## config.mk

```make
export PLATFORM = sky130hd
export DESIGN_NAME = mfp_pin_top
export DESIGN_NICKNAME = d
export VERILOG_FILES = /design/src/shared/mfp_pkg.sv /design/src/hdl/mfp_pin_sync.sv /design/src/hdl/mfp_glitch_filter.sv /design/src/hdl/mfp_pin_top.sv
export VERILOG_INCLUDE_DIRS = /design/src /design/src/shared
export SDC_FILE = /design/constraint.sdc
export NUM_CORES = 1
export LEC_CHECK = 0
export ABC_AREA = 1
export BUFFER_PORTS_ARGS = -buffer_cell sky130_fd_sc_hd__buf_2
export CAP_MARGIN = 30
export CORE_UTILIZATION = 30
export CTS_CLUSTER_SIZE = 20
export DETAILED_ROUTE_END_ITERATION = 8
export PLACE_DENSITY_LB_ADDON = 0.25
export SETUP_SLACK_MARGIN = 0.02
export SYNTH_ARGS = -nofsm -noshare
export SYNTH_HDL_FRONTEND = slang
export SYNTH_SLANG_ARGS = --single-unit
```

## constraint.sdc

```tcl
create_clock -name core_clk -period 1.6 [get_ports core_clk]
set_clock_uncertainty 0.15 [all_clocks]
set_input_delay 0.32 -clock core_clk [delete_from_list [all_inputs] [get_ports core_clk]]
set_output_delay 0.32 -clock core_clk [all_outputs]
set_load 0.02 [all_outputs]
```

## src/shared/mfp_defines.svh

```systemverilog
// offsets, field positions, reset values and timing counts of the multifunction pin block
`ifndef MFP_DEFINES_SVH
`define MFP_DEFINES_SVH
`define MFP_NCH 4
`define MFP_ADDR_TRIG 8'h21
`define MFP_ADDR_STATUS 8'h23
`define MFP_ADDR_CONFIG 8'h24
`define MFP_CFG_RESET 16'h0000
`define MFP_STATUS_RESET 16'h0000
`define MFP_RDATA_IDLE 16'h0000
`define MFP_ST_CMP_LSB 0
`define MFP_ST_WIN_LSB 4
`define MFP_ST_PROTECT 8
`define MFP_ST_TOP 15
`define MFP_TRIG_CLR_TOP 15
`define MFP_TRIG_STRIDE 4
`define MFP_OSEL_NVM 4'h1
`define MFP_OSEL_BUSY_HI 2'h1
`define MFP_OSEL_WIN_HI 2'h2
`define MFP_FILTER_NS 100
`define MFP_CLK_NS 25
`endif

```

## src/shared/mfp_pkg.sv

```systemverilog
// types shared by the multifunction pin block
package mfp_pkg;
   typedef enum logic [3:0] {
      MFP_IN_SLEEP = 4'h0,
      MFP_IN_SNAP = 4'h2,
      MFP_IN_CURRENT_OUTPUT = 4'h3,
      MFP_IN_VOLTAGE_OUTPUT = 4'h4,
      MFP_IN_PROTECT = 4'h5,
      MFP_IN_CLEAR = 4'h7,
      MFP_IN_LOAD = 4'h8,
      MFP_IN_WAVE = 4'h9,
      MFP_IN_MARGIN = 4'ha,
      MFP_IN_RESET = 4'hb,
      MFP_IN_NVM_WP = 4'hc,
      MFP_IN_LOCK = 4'hd
   } mfp_in_func_t;
   typedef struct packed {
      logic input_filter_on;
      logic low_power_sleep_allow;
      logic pin_output_on;
      logic [3:0] pin_output_select;
      logic [3:0] input_channel_mask;
      logic [3:0] pin_input_function;
      logic pin_input_on;
   } mfp_cfg_t;
   typedef struct packed {
      logic wr;
      logic rd;
      logic [7:0] addr;
      logic [15:0] wdata;
   } mfp_reg_req_t;
   typedef struct packed {
      logic [3:0] current_output_off;
      logic [3:0] voltage_output_off;
      logic [3:0] wave_run;
      logic [3:0] load_strobe;
      logic [3:0] margin_low;
      logic [3:0] margin_high;
   } mfp_chan_act_t;
endpackage

```

## src/hdl/mfp_pin_sync.sv

```systemverilog
// three-stage synchroniser whose output moves once stages two and three agree
module mfp_pin_sync #(
   parameter int W = 1
) (
   input wire logic core_clk,
   input wire logic sys_rst,
   input wire logic [W-1:0] async_in,
   output logic [W-1:0] sync_out
);
   logic [W-1:0] s1_q;
   logic [W-1:0] s2_q;
   logic [W-1:0] s3_q;
   logic [W-1:0] out_q;
   always_ff @(posedge core_clk) begin
      if (sys_rst) begin
         s1_q <= '0;
         s2_q <= '0;
         s3_q <= '0;
         out_q <= '0;
      end else begin
         s1_q <= async_in;
         s2_q <= s1_q;
         s3_q <= s2_q;
         // a bit still disagreeing between stages keeps its old value
         out_q <= (s2_q & ~(s2_q ^ s3_q)) | (out_q & (s2_q ^ s3_q));
      end
   end
   assign sync_out = out_q;
endmodule

```

## src/hdl/mfp_glitch_filter.sv

```systemverilog
// glitch filter: the output follows the input once it has stood for CYCLES cycles
module mfp_glitch_filter #(
   parameter int CYCLES = 4
) (
   input wire logic core_clk,
   input wire logic sys_rst,
   input wire logic d_in,
   output logic d_out
);
   localparam int CW = $clog2(CYCLES + 1);
   localparam logic [CW-1:0] LAST = CW'(CYCLES - 1);
   logic [CW-1:0] cnt_q;
   logic out_q;
   always_ff @(posedge core_clk) begin
      if (sys_rst) begin
         cnt_q <= '0;
         out_q <= 1'b0;
      end else if (d_in == out_q) begin
         cnt_q <= '0;
      end else if (cnt_q == LAST) begin
         cnt_q <= '0;
         out_q <= d_in;
      end else begin
         cnt_q <= cnt_q + CW'(1);
      end
   end
   assign d_out = out_q;
endmodule

```

## src/hdl/mfp_pin_top.sv

```systemverilog
// multifunction pin control, compare status word and pin configuration register
`include "mfp_defines.svh"
////////////////////////////////////////////////////////////////////////////////
// Function
// protect flag reads 1 while shutdown runs or after it; a status read clears it.
// status bits 7..4 show window compare per channel, held or live by hold setting.
// status bits 3..0 show each comparator result synchronised to the core clock.
// filter on routes the pin through the glitch filter; off bypasses it.
// pin may steer deep sleep only while sleep permission bit is set.
// pin driven only with output enabled; acted on only with input enabled. The code releases a pin reset on a rising edge even with input off.
// output select picks write pending, channel busy or window compare; else low.
// channel mask bit n admits channel n to channel-specific pin actions.
// global functions act device-wide; channel functions only on masked channels.
// function 0000: falling edge enters deep sleep, rising edge leaves it.
// function 0010: falling edge starts a fault snapshot; high level does nothing.
// functions 0011/0100: falling edge powers current/voltage outputs down, rising up.
// function 0101: falling edge starts safe shutdown; high level does nothing.
// function 0111: clear outputs held asserted while the pin stays low.
// function 1000: falling edge strobes load on masked channels with sync selected.
// function 1001: rising edge starts waveforms on masked channels, falling stops.
// function 1010: falling edge triggers margin low, rising edge margin high.
// function 1011: falling edge resets the device, following rising edge releases it.
// after pin reset, unsaved pin configuration is lost and reloads from storage.
// function 1100: falling edge permits storage programming, rising edge blocks it.
// function 1101: falling edge unlocks register writes, rising edge rejects them.
// upper seven status bits carry nothing and read as zero.
// writing a channel hold-clear bit resets its latched window compare; self-clearing.
// undefined input function codes cause no action at all.
// pin synchronised before edge detection; each transition gives one single-cycle event.
module mfp_pin_top
   import mfp_pkg::*;
#(
   parameter int FILTER_CYCLES = (`MFP_FILTER_NS + `MFP_CLK_NS - 1) / `MFP_CLK_NS
) (
   input wire logic core_clk,
   input wire logic sys_rst,
   input wire mfp_reg_req_t reg_req,
   output logic [15:0] reg_rdata_q,
   input wire logic gpio_in,
   output logic gpio_out_q,
   output logic gpio_oe_q,
   input wire logic nonvolatile_write_pending,
   input wire logic [`MFP_NCH-1:0] channel_busy,
   input wire logic [`MFP_NCH-1:0] cmp_raw,
   input wire logic [`MFP_NCH-1:0] win_cmp_raw,
   input wire logic window_hold_on,
   input wire logic [`MFP_NCH-1:0] channel_sync_select,
   input wire logic protect_busy,
   input wire logic [15:0] nvm_cfg_word,
   output logic deep_sleep_q,
   output logic fault_snapshot_q,
   output logic safe_shutdown_q,
   output logic clear_outputs_q,
   output logic device_reset_q,
   output logic nvm_prog_allow_q,
   output logic reg_lock_q,
   output mfp_chan_act_t chan_act_q
);
   ////////////////////////////////////////////////////////////////////////////
   mfp_cfg_t cfg_q;
   logic pin_sync;
   logic pin_filt;
   logic pin_lvl;
   logic pin_prev_q;
   logic pin_rise;
   logic pin_fall;
   logic [2*`MFP_NCH-1:0] cmp_all;
   logic [`MFP_NCH-1:0] cmp_sync;
   logic [`MFP_NCH-1:0] win_sync;
   logic [`MFP_NCH-1:0] win_held_q;
   logic [`MFP_NCH-1:0] win_view;
   logic [`MFP_NCH-1:0] hold_clr;
   logic [`MFP_NCH-1:0] mask;
   logic [`MFP_NCH-1:0] load_sel;
   logic [3:0] func;
   logic [3:0] osel;
   logic in_on;
   logic act_sleep;
   logic act_snap;
   logic act_current_output;
   logic act_voltage_output;
   logic act_prot;
   logic act_clr;
   logic act_load;
   logic act_wave;
   logic act_margin;
   logic act_rst;
   logic act_wp;
   logic act_lock;
   logic rst_release;
   logic wr_ok;
   logic wr_cfg;
   logic wr_trig;
   logic rd_status;
   logic protect_flag_q;
   logic sel_bit;
   logic [15:0] status_word;

   ////////////////////////////////////////////////////////////////////////////
   // pin and comparator inputs
   mfp_pin_sync #(.W(1)) u_pin_sync (
      .core_clk(core_clk),
      .sys_rst(sys_rst),
      .async_in(gpio_in),
      .sync_out(pin_sync)
   );

   mfp_glitch_filter #(.CYCLES(FILTER_CYCLES)) u_pin_filter (
      .core_clk(core_clk),
      .sys_rst(sys_rst),
      .d_in(pin_sync),
      .d_out(pin_filt)
   );

   mfp_pin_sync #(.W(2*`MFP_NCH)) u_cmp_sync (
      .core_clk(core_clk),
      .sys_rst(sys_rst),
      .async_in({win_cmp_raw, cmp_raw}),
      .sync_out(cmp_all)
   );

   assign cmp_sync = cmp_all[`MFP_NCH-1:0];
   assign win_sync = cmp_all[2*`MFP_NCH-1:`MFP_NCH];

   // toggling the filter while the two paths differ yields one extra edge
   assign pin_lvl = cfg_q.input_filter_on ? pin_filt : pin_sync;

   always_ff @(posedge core_clk) begin
      if (sys_rst) begin
         pin_prev_q <= 1'b0;
      end else begin
         pin_prev_q <= pin_lvl;
      end
   end

   assign pin_rise = pin_lvl & ~pin_prev_q;
   assign pin_fall = ~pin_lvl & pin_prev_q;

   ////////////////////////////////////////////////////////////////////////////
   // input function decode; only listed codes produce an action
   assign in_on = cfg_q.pin_input_on;
   assign func = cfg_q.pin_input_function;
   assign mask = cfg_q.input_channel_mask;
   assign act_sleep = in_on & (func == MFP_IN_SLEEP) & cfg_q.low_power_sleep_allow;
   assign act_snap = in_on & (func == MFP_IN_SNAP);
   assign act_current_output = in_on & (func == MFP_IN_CURRENT_OUTPUT);
   assign act_voltage_output = in_on & (func == MFP_IN_VOLTAGE_OUTPUT);
   assign act_prot = in_on & (func == MFP_IN_PROTECT);
   assign act_clr = in_on & (func == MFP_IN_CLEAR);
   assign act_load = in_on & (func == MFP_IN_LOAD);
   assign act_wave = in_on & (func == MFP_IN_WAVE);
   assign act_margin = in_on & (func == MFP_IN_MARGIN);
   assign act_rst = in_on & (func == MFP_IN_RESET);
   assign act_wp = in_on & (func == MFP_IN_NVM_WP);
   assign act_lock = in_on & (func == MFP_IN_LOCK);
   assign load_sel = mask & channel_sync_select;
   // release does not depend on the function so a changed setting cannot strand reset
   assign rst_release = device_reset_q & pin_rise;

   ////////////////////////////////////////////////////////////////////////////
   // register port decode
   assign wr_ok = reg_req.wr & ~reg_lock_q;
   assign wr_cfg = wr_ok & (reg_req.addr == `MFP_ADDR_CONFIG);
   assign wr_trig = wr_ok & (reg_req.addr == `MFP_ADDR_TRIG);
   assign rd_status = reg_req.rd & (reg_req.addr == `MFP_ADDR_STATUS);

   always_ff @(posedge core_clk) begin
      if (sys_rst) begin
         cfg_q <= mfp_cfg_t'(`MFP_CFG_RESET);
      end else if (rst_release) begin
         cfg_q <= mfp_cfg_t'(nvm_cfg_word);
      end else if (wr_cfg) begin
         cfg_q <= mfp_cfg_t'(reg_req.wdata);
      end
   end

   ////////////////////////////////////////////////////////////////////////////
   // window compare hold, per channel
   for (genvar i = 0; i < `MFP_NCH; i++) begin : g_hold
      assign hold_clr[i] = wr_trig & reg_req.wdata[`MFP_TRIG_CLR_TOP - `MFP_TRIG_STRIDE*i];
      always_ff @(posedge core_clk) begin
         if (sys_rst) begin
            win_held_q[i] <= 1'b0;
         end else if (window_hold_on & win_sync[i]) begin
            win_held_q[i] <= 1'b1;
         end else if (hold_clr[i]) begin
            win_held_q[i] <= 1'b0;
         end
      end
   end

   assign win_view = window_hold_on ? (win_held_q | win_sync) : win_sync;

   ////////////////////////////////////////////////////////////////////////////
   // status word and read data
   always_ff @(posedge core_clk) begin
      if (sys_rst) begin
         protect_flag_q <= 1'b0;
      end else if (protect_busy | safe_shutdown_q) begin
         protect_flag_q <= 1'b1;
      end else if (rd_status) begin
         protect_flag_q <= 1'b0;
      end
   end

   assign status_word = {7'h00, protect_flag_q, win_view, cmp_sync};

   always_ff @(posedge core_clk) begin
      if (sys_rst) begin
         reg_rdata_q <= `MFP_STATUS_RESET;
      end else if (reg_req.rd) begin
         case (reg_req.addr)
            `MFP_ADDR_STATUS: reg_rdata_q <= status_word;
            `MFP_ADDR_CONFIG: reg_rdata_q <= cfg_q;
            default: reg_rdata_q <= `MFP_RDATA_IDLE;
         endcase
      end
   end

   ////////////////////////////////////////////////////////////////////////////
   // pin output
   assign osel = cfg_q.pin_output_select;

   always_comb begin
      sel_bit = 1'b0;
      if (osel == `MFP_OSEL_NVM) begin
         sel_bit = nonvolatile_write_pending;
      end else if (osel[3:2] == `MFP_OSEL_BUSY_HI) begin
         sel_bit = channel_busy[osel[1:0]];
      end else if (osel[3:2] == `MFP_OSEL_WIN_HI) begin
         sel_bit = win_view[osel[1:0]];
      end
   end

   always_ff @(posedge core_clk) begin
      if (sys_rst) begin
         gpio_oe_q <= 1'b0;
         gpio_out_q <= 1'b0;
      end else begin
         gpio_oe_q <= cfg_q.pin_output_on;
         gpio_out_q <= cfg_q.pin_output_on & sel_bit;
      end
   end

   ////////////////////////////////////////////////////////////////////////////
   // global pin actions
   always_ff @(posedge core_clk) begin
      if (sys_rst) begin
         deep_sleep_q <= 1'b0;
      end else if (!cfg_q.low_power_sleep_allow) begin
         deep_sleep_q <= 1'b0;
      end else if (act_sleep & pin_fall) begin
         deep_sleep_q <= 1'b1;
      end else if (act_sleep & pin_rise) begin
         deep_sleep_q <= 1'b0;
      end
   end

   always_ff @(posedge core_clk) begin
      if (sys_rst) begin
         fault_snapshot_q <= 1'b0;
         safe_shutdown_q <= 1'b0;
         clear_outputs_q <= 1'b0;
      end else begin
         fault_snapshot_q <= act_snap & pin_fall;
         safe_shutdown_q <= act_prot & pin_fall;
         clear_outputs_q <= act_clr & ~pin_lvl;
      end
   end

   // a sustained low level keeps the device in reset
   always_ff @(posedge core_clk) begin
      if (sys_rst) begin
         device_reset_q <= 1'b0;
      end else if (rst_release) begin
         device_reset_q <= 1'b0;
      end else if (act_rst & pin_fall) begin
         device_reset_q <= 1'b1;
      end
   end

   always_ff @(posedge core_clk) begin
      if (sys_rst) begin
         nvm_prog_allow_q <= 1'b1;
      end else if (act_wp & pin_fall) begin
         nvm_prog_allow_q <= 1'b1;
      end else if (act_wp & pin_rise) begin
         nvm_prog_allow_q <= 1'b0;
      end
   end

   always_ff @(posedge core_clk) begin
      if (sys_rst) begin
         reg_lock_q <= 1'b0;
      end else if (act_lock & pin_fall) begin
         reg_lock_q <= 1'b0;
      end else if (act_lock & pin_rise) begin
         reg_lock_q <= 1'b1;
      end
   end

   ////////////////////////////////////////////////////////////////////////////
   // channel-specific pin actions, limited to masked channels
   always_ff @(posedge core_clk) begin
      if (sys_rst) begin
         chan_act_q <= '0;
      end else begin
         chan_act_q.load_strobe <= (act_load & pin_fall) ? load_sel : '0;
         chan_act_q.margin_low <= (act_margin & pin_fall) ? mask : '0;
         chan_act_q.margin_high <= (act_margin & pin_rise) ? mask : '0;
         if (act_current_output & pin_fall) begin
            chan_act_q.current_output_off <= chan_act_q.current_output_off | mask;
         end else if (act_current_output & pin_rise) begin
            chan_act_q.current_output_off <= chan_act_q.current_output_off & ~mask;
         end
         if (act_voltage_output & pin_fall) begin
            chan_act_q.voltage_output_off <= chan_act_q.voltage_output_off | mask;
         end else if (act_voltage_output & pin_rise) begin
            chan_act_q.voltage_output_off <= chan_act_q.voltage_output_off & ~mask;
         end
         if (act_wave & pin_rise) begin
            chan_act_q.wave_run <= chan_act_q.wave_run | mask;
         end else if (act_wave & pin_fall) begin
            chan_act_q.wave_run <= chan_act_q.wave_run & ~mask;
         end
      end
   end
endmodule

```

## After elaboration in Yosys (flattened, before gate mapping)

Cells that the tools add are included.

- Flip-flop bits (word level): 111
- Output and inout bits: 49

- Add/subtract/negate cells: 1
- Reductions and logical operators: 20
- Magnitude comparators: 1
- Bitwise operators: 76
- Equal/unequal tests: 19
- Mux-type cells: 30

Operators by type and width:

| kind | count |
|---|---|
| 1-bit bitwise AND | 50 |
| 16-bit two-way mux | 2 |
| 16-bit one-hot mux with 2 select lines | 1 |
| 4-bit two-way mux | 7 |
| 4-bit == test, second input constant | 6 |
| 8-bit by 6-bit == test with 1-bit output, second input constant | 3 |
| 2-bit nonzero test | 10 |
| 1-bit two-way mux | 18 |
| 4-bit bitwise AND | 4 |
| 8-bit bitwise AND | 2 |
| 4-bit OR | 4 |
| 2-bit OR reduction | 7 |
| 4-bit by 3-bit == test with 1-bit output, second input constant | 3 |
| 1-bit inverter | 9 |
| 4-bit by 2-bit == test with 1-bit output, second input constant | 2 |
| 8-bit inverter | 1 |
| 8-bit OR | 1 |
| 8-bit XOR | 1 |
| 1-bit binary-select mux with 2-bit select | 2 |
| 4-bit by 1-bit == test with 1-bit output, second input constant | 1 |
| 4-bit zero test | 1 |
| 4-bit inverter | 1 |
| 3-bit by 1-bit adder with 3-bit output, second input constant | 1 |
| 3-bit by 2-bit == test with 1-bit output, second input constant | 1 |
| 8 further kinds | 9 |

## Logic depth before layout (Yosys ltp)

Gate-level depths: netlist of run 1.

- Depth in word-level cells: 8
- Gate-level depth with buffers: 9
- Depth with buffers taken out: 8

## Cells and area by module

Synthesis of run 1 repeated with hierarchy kept, for this count alone.

- Cell total of the unflattened synthesis: 633
- Area, all modules: 4,709.5 µm²

By module, submodules not included:

| module | cells an instance | seq. area each (µm²) | times used | area each (µm²) |
|---|---|---|---|---|
| mfp_pin_top | 491 | 1,421.4 | 1 | 3,445.8 |
| mfp_pin_sync (u_cmp_sync) | 108 | 640.6 | 1 | 970.9 |
| mfp_glitch_filter | 21 | 80.1 | 1 | 171.4 |
| mfp_pin_sync (u_pin_sync) | 13 | 80.1 | 1 | 121.4 |

## Least setup slack after synthesis of run 1

OpenSTA, ideal clock, no wires.

- Path kind: input port to flip-flop
- Start: in reg_req[16] (netlist name)
- End: reg cfg_q, in the netlist in_on
- Stages on the path: 7
- Data required time: 1.332 ns
- Buffers on the path: 1
- Path slack: 0.215 ns
- Setup time: 0.118 ns
- Arrival time: 1.117 ns
- Cell sequence: inv_1 -> nand2_1 -> nor2_4 -> nand3_4 -> buf_4 -> nor3_1 -> nor2_1

- Word-level cells in the longest chain between the ends: 3

RTL lines:

| what | line | text |
|---|---|---|
| start, declared | mfp_pin_top.sv:37 | `input wire mfp_reg_req_t reg_req,` |
| 8-bit by 6-bit == test with 1-bit output | -- |  |
| 1-bit bitwise AND | mfp_pin_top.sv:163 | `` assign wr_cfg = wr_ok & (reg_req.addr == `MFP_ADDR_CONFIG); `` |
| 2-bit nonzero test (no line) | -- |  |
| end signal, assigned | mfp_pin_top.sv:169 | `` cfg_q <= mfp_cfg_t'(`MFP_CFG_RESET); `` |
| end signal, assigned | mfp_pin_top.sv:171 | `cfg_q <= mfp_cfg_t'(nvm_cfg_word);` |
| end signal, assigned | mfp_pin_top.sv:173 | `cfg_q <= mfp_cfg_t'(reg_req.wdata);` |
| end, declared | mfp_pin_top.sv:60 | `mfp_cfg_t cfg_q;` |

No other way between the ends.
A chain may end at the register's enable or synchronous reset.

## Worst setup path in the final report of run 1

- Start: reg device_reset_q
- End: out device_reset_q

RTL lines:

| what | line | text |
|---|---|---|
| start, declared | mfp_pin_top.sv:54 | `output logic device_reset_q,` |
| start signal, assigned | mfp_pin_top.sv:274 | `device_reset_q <= 1'b0;` |
| start signal, assigned | mfp_pin_top.sv:276 | `device_reset_q <= 1'b0;` |
| start signal, assigned | mfp_pin_top.sv:278 | `device_reset_q <= 1'b1;` |

No word-level cell between the ends.

==> results of run 1 <==
[path summary, 6_finish.rpt]
check,depth (start not counted),endpoint,start
max,1,device_reset_q,device_reset_q
min,3,u_cmp_sync.s1_q[7],win_cmp_raw[3]
max reg2reg,7,flop,func[3]
min reg2reg,2,u_cmp_sync.s2_q[4],u_cmp_sync.s1_q[4]
[power breakdown]
part	leakage, nW	switching [W]	total (W)	internal [W]
registers	0.903	0.0000180	0.00282	0.00280
clock network	0.145	0.00106	0.00218	0.00113
logic	1.71	0.000166	0.000278	0.000112
total	2.76	0.00124	0.00528	0.00404
[through the flow]
step	hold slack [ns]	power, W
after floorplan	0.238	0.00301
after global routing	0.0101	0.00549
after global placement	0.240	0.00316
final	0.0147	0.00528
after detailed placement	0.244	0.00316
after CTS	0.00208	0.00535
[final cells by class]
cell class	instances	area, um^2
Clock inverter	6	48.8
Fill cell	1573	8890
Timing Repair Buffer	144	863
Clock buffer	10	239
Inverter	94	358
Tap cell	184	230
Sequential cell	111	2230
Multi-Input combinational cell	390	1900
[logic make-up after synthesis]
group,after synthesis
buffers and inverters,123
adder cells (fa/ha/maj),2
flip-flops,111
AND/OR/NAND/NOR,327
AO/OA/AOI/OAI,61
[timing repair]
action                     in CTS  in global routing
setup buffers                   0                  4
hold buffers                    0                  0
setup endpoints to repair       1                 20
pin swaps                       1                  6
cloned                          0                  0
resized for setup               0                 19
[placed cells by master (no fill, tap or decap), drive strengths merged]
master / count
buf: 144
nand2: 111
dfxtp: 111
inv: 98
nand3: 93
nor2: 90
a21oi: 38
nor3: 22
o21ai: 18
nand4: 10
clkbuf: 10
a31oi: 3
ha: 2
clkinv: 2
o211ai: 1
o31ai: 1
nor4: 1
[layer usage]
| layer | global-route usage | wire length (um) |
|---|---|---|
| met5 | 0 | 0 |
| met3 | 0.0374 | 479 |
| met4 | 0.0524 | 140 |
| met2 | 0.268 | 5750 |
| met1 | 0.203 | 5780 |
==> metrics.md, run 1 <==
| Metric | Value |
|---|---|
| Run status | complete, no violations |
| RSZ-0062 raised after global routing | no |
| Largest net degree at the start of global routing | 42 |
| Fmax | 0.668 GHz |
| Core ar. | 14800 um^2 |
| Antenna violation net count after detailed routing | 0 |
| Number of cell rows | 44 |
| Top post-synthesis cells by count | 111 x dfxtp_1, 108 x nand2_1, 89 x nand3_1 |
| Compound-Gate Fraction of Synth Area | 0.0682 |
| Max cap viols | 0 |
| Post-DP Area | 5510 um^2 |
| Net count after synthesis | 690 |
| Flop-to-flop setup slack | 0.15 ns |
| Main synth FF type | dfxtp_1 |
| Crit-path cells | buf_2 |
| Syn avg cell area | 7.38 um^2 |
| CP endpoint kind | primary output |
| Synth Area in XOR/XNOR | 0 |
| Post-Route Setup TNS | 0 ns |
| Post-Syn Instances | 624 |
| Critical path peak fanout | 3 |
| Clock Pin Slew Worst Setup and Hold Paths | 0.07 ns |
| Vias in the first global route | 3899 |
| Hold Path Class | primary input to flop |
| GRT Total Usage | 0.160 |
| Leak pwr | 2.76 nW |
| Initial antenna violation count | 0 |
| CP arrival | 1.03 ns |
| Non-Filler Instances | 939 |
| Worst Slack Setup Final | 0.102 ns |
| Tightest Pin Transition | 0.428 ns |
| Clock Latency Late Sink | 0.35 ns |
| Drt total wl | 12100 um |
| Period minus WS final | 1.50 ns |
| Final setup fails | 0 |
| Post-synth EDFFs | 0 |
| Finished Cell Area | 5870 um^2 |
| Post-Place Setup Slack | 0.0406 ns |
| Vias/cell | 4.49 |
| CP max-delay cell | dfxtp_1 |
| IO Count | 113 |
| FF+latch count, synth | 111 |
| Iteration-0 DRC count of the detailed router | 212 |
| Area growth syn-to-layout | 27.4% |
| Yosys warns | 0 |
| Post-synthesis sequential area ratio | 0.483 |
| Biggest area consumer among synthesized cells | dfxtp_1 |
| Worst Path Required | 1.13 ns |
| GR Overflow Total | 0 |
| Final GP Congestion | 0.865 |
| Hold violation count in the final report | 0 |
| Die area | 15800 um^2 |
| Max Transition Viols Final | 0 |
| Placed cells | 920 |
| Post-synth top area share | 0.483 |
| Synth cell types | 29 |
| H-tree depth | 3 |
| Fin util | 0.398 |
| Top cells by area, synth | dfxtp_1 48%, nand3_1 9.7%, nand2_1 8.8%, inv_1 7.0%, nor2_1 7.0% |
| CTS tree | yes |
| Adder-Cell Fraction of Synth Area | 0.00544 |
| Largest stage delay on the critical path | 0.46 ns |
| Relative slew slack | 0.714 |
| # port buffers | 112 |
| Top-count cell post-synth | dfxtp_1 |
| Bufs on Longest Clock Path | 2 |
| Mux share of post-synthesis cell area | 0 |
| Tcrit/Tclk final | 0.936 |
| Post-synthesis simple-gate area fraction | 0.330 |
| Largest family of logic cells by synthesized area | simple AND/OR/NAND/NOR gates |
| Kind of cell adding the most delay to the critical path | flip-flops |
| Synth async-reset ratio | 0 |
| Initial Util | 0.312 |
| VDD IR-drop max | 0.000478 V |
| Ratio of cells with drive above 1 in the final layout | 0.269 |
| Die width | 126 um |
| Height of the die | 126 um |
| CP Buf/Inv Count | 1 |
| WS Path Type | flop to primary output |
| Startpoint types | flop |
| Routed vias | 4218 |
| DR WL/cell | 12.9 um |
| Global-route wire length before repair | 19800 um |
| Final HPWL DP | 9070 um |
| CTS Sinks | 111 |
| CTS buffer count | 9 |
| PwrDens | 900 nW/um^2 |
| DRC viols | 0 |
| Diode count | 0 |
| CTS Root Cell | clkbuf_16 |
| Cell Area, Synth | 4600 um^2 |
| First-pass DRT Iterations | 4 |
| # nets final | 816 |
No activity file was read; power rests on OpenSTA's default activity.
==> run 2: changes to the inputs <==
--- a/config.mk
+++ b/config.mk
@@ -9,7 +9,7 @@
 export ABC_AREA = 1
 export BUFFER_PORTS_ARGS = -buffer_cell sky130_fd_sc_hd__buf_2
 export CAP_MARGIN = 30
-export CORE_UTILIZATION = 30
+export CORE_UTILIZATION = 53
 export CTS_CLUSTER_SIZE = 20
 export DETAILED_ROUTE_END_ITERATION = 8
 export PLACE_DENSITY_LB_ADDON = 0.25
@@ -17,3 +17,4 @@
 export SYNTH_ARGS = -nofsm -noshare
 export SYNTH_HDL_FRONTEND = slang
 export SYNTH_SLANG_ARGS = --single-unit
+export TNS_END_PERCENT = 1
==> metrics.md, run 2 (synthesis results as in run 1) <==
| Metric | Value |
|---|---|
| Internal power | 0.00349 W |
| Final HPWL DP | 8200 um |
| Fmax | 0.659 GHz |
| Final GP Congestion | 0.871 |
| Worst Path Required | 1.13 ns |
| GR Overflow Total | 0 |
| Clock network power share | 0.328 |
| Hold Path Class | primary input to flop |
| CP endpoint | device_reset_q |
| Area growth syn-to-layout | 21.0% |
| Max Transition Viols Final | 0 |
| Die width | 95.2 um |
| Reg2reg path depth | 7 |
| Antenna violation net count after detailed routing | 0 |
| Commonest non-fill, non-tap cells in the layout | 112 x buf_2, 108 x dfxtp_1, 107 x nand2_1 |
| Post-CTS setup repair buffer count | 0 |
| CTS Sinks | 111 |
| Routed vias | 4316 |
| Hold violation count in the final report | 0 |
| Placed cells | 830 |
| CTS Root Cell | clkbuf_8 |
| H-tree depth | 3 |
| CP Depth | 1 |
| Clock Latency Late Sink | 0.37 ns |
| IO Count | 113 |
| P_sw | 0.00113 W |
| Vias in the first global route | 3882 |
| First-pass DRT Iterations | 4 |
| Tcrit/Tclk final | 0.948 |
| CP Buf/Inv Count | 1 |
| Critical path peak fanout | 3 |
| Initial Util | 0.555 |
| GRT Total Usage | 0.256 |
| Ratio of cells with drive above 1 in the final layout | 0.242 |
| Worst setup path startpoint | device_reset_q |
| Flop-to-flop setup slack | 0.13 ns |
| Diode count | 0 |
| Relative slew slack | 0.714 |
| Period minus WS final | 1.52 ns |
| Clock Pin Slew Worst Setup and Hold Paths | 0.10 ns |
| Post-Route Setup TNS | 0 ns |
| Tightest Pin Transition | 0.425 ns |
| CP endpoint kind | primary output |
| Hold Path Stages | 3 |
| Kind of cell adding the most delay to the critical path | flip-flops |
| Drt total wl | 11000 um |
| Largest net degree at the start of global routing | 34 |
| Core ar. | 8300 um^2 |
| CP arrival | 1.05 ns |
| CP max-delay cell | dfxtp_1 |
| Number of cell rows | 33 |
| Startpoint types | flop |
| Run status | complete, no violations |
| # port buffers | 112 |
| # nets final | 810 |
| Sw Ratio | 0.244 |
| WS Path Type | flop to primary output |
| Height of the die | 95.2 um |
| Leak pwr | 2.65 nW |
| Crit-path cells | buf_2 |
| Non-Filler Instances | 853 |
| Bufs on Longest Clock Path | 2 |
| Sequential share of power | 0.610 |
| Iteration-0 DRC count of the detailed router | 247 |
| RSZ-0062 raised after global routing | yes |
| Largest stage delay on the critical path | 0.46 ns |
| Initial antenna violation count | 0 |
| Die area | 9060 um^2 |
| DR WL/cell | 12.8 um |
| Most common cell after layout, fill and taps aside | buf_2 |
| PwrDens | 829 nW/um^2 |
| Comb power frac | 0.062 |
| Vias/cell | 5.06 |
| Final setup fails | 0 |
| DRC viols | 0 |
| CTS buffer count | 9 |
| Max cap viols | 0 |
| R2R Path End | func[2] |
| CTS tree | yes |
| Global-route wire length before repair | 17900 um |
| VDD IR-drop max | 0.000524 V |
[run 2: worst min path at each step]
stage,startpoint,slack (ns),to
finish,channel_sync_select[0],0.01,chan_act_q[8]
CTS,channel_sync_select[0],0.008,chan_act_q[8]
global route,channel_sync_select[1],0.004,chan_act_q[9]
floorplan,u_cmp_sync.s1_q[0],0.24,u_cmp_sync.s2_q[0]
global placement,u_cmp_sync.s1_q[0],0.24,u_cmp_sync.s2_q[0]
detailed placement,u_cmp_sync.s1_q[1],0.24,u_cmp_sync.s2_q[1]
[run 2: power groups by stage]
stage | combinational [W] | sequential [W] | clock, W
6_report | 0.000287 | 0.00282 | 0.00152
5_1_grt | 0.000319 | 0.00282 | 0.00165
4_1_cts | 0.000286 | 0.00282 | 0.00153
3_5_place_dp | 0.000271 | 0.00288 | 0
3_3_place_gp | 0.000266 | 0.00288 | 0
2_1_floorplan | 0.000124 | 0.00289 | 0
[run 2: cell type report]
cell class | count | area, um^2
Timing Repair Buffer | 138 | 801
Clock inverter | 6 | 46.3
Multi-Input combinational cell | 390 | 1880
Sequential cell | 111 | 2230
Inverter | 94 | 360
Fill cell | 729 | 2730
Tap cell | 105 | 131
Clock buffer | 9 | 124
[run 2: what timing repair did]
action                     CTS  global route
gates cloned                 0             0
hold endpoints to repair     8             0
hold buffers                 8             0
resized for setup            1            11
pin swaps                    0             1
setup endpoints to repair    1            38
[run 2: metal layers]
metal | vias to the layer above | track usage | wire, um
met2 | 117 | 0.417 | 5290
met3 | 24 | 0.0415 | 499
li1 | 2211 | - | -
met1 | 1964 | 0.334 | 4930
met5 | - | 0 | 0
met4 | 0 | 0.110 | 241
[run 2: through the flow]
| step | area [um^2] | power [W] | utilization | worst slack (ns) | hold slack, ns |
|---|---|---|---|---|---|
| global placement | 5290 | 0.00315 | 0.637 | 0.0768 | 0.240 |
| global route | 5570 | 0.00479 | 0.671 | -0.00826 | 0.00449 |
| floorplan | 4600 | 0.00301 | - | 0.215 | 0.238 |
| finish | 5570 | 0.00462 | 0.671 | 0.0826 | 0.0119 |
| CTS | 5540 | 0.00464 | 0.667 | 0.0366 | 0.00760 |
| detailed placement | 5290 | 0.00315 | 0.637 | 0.0169 | 0.242 |
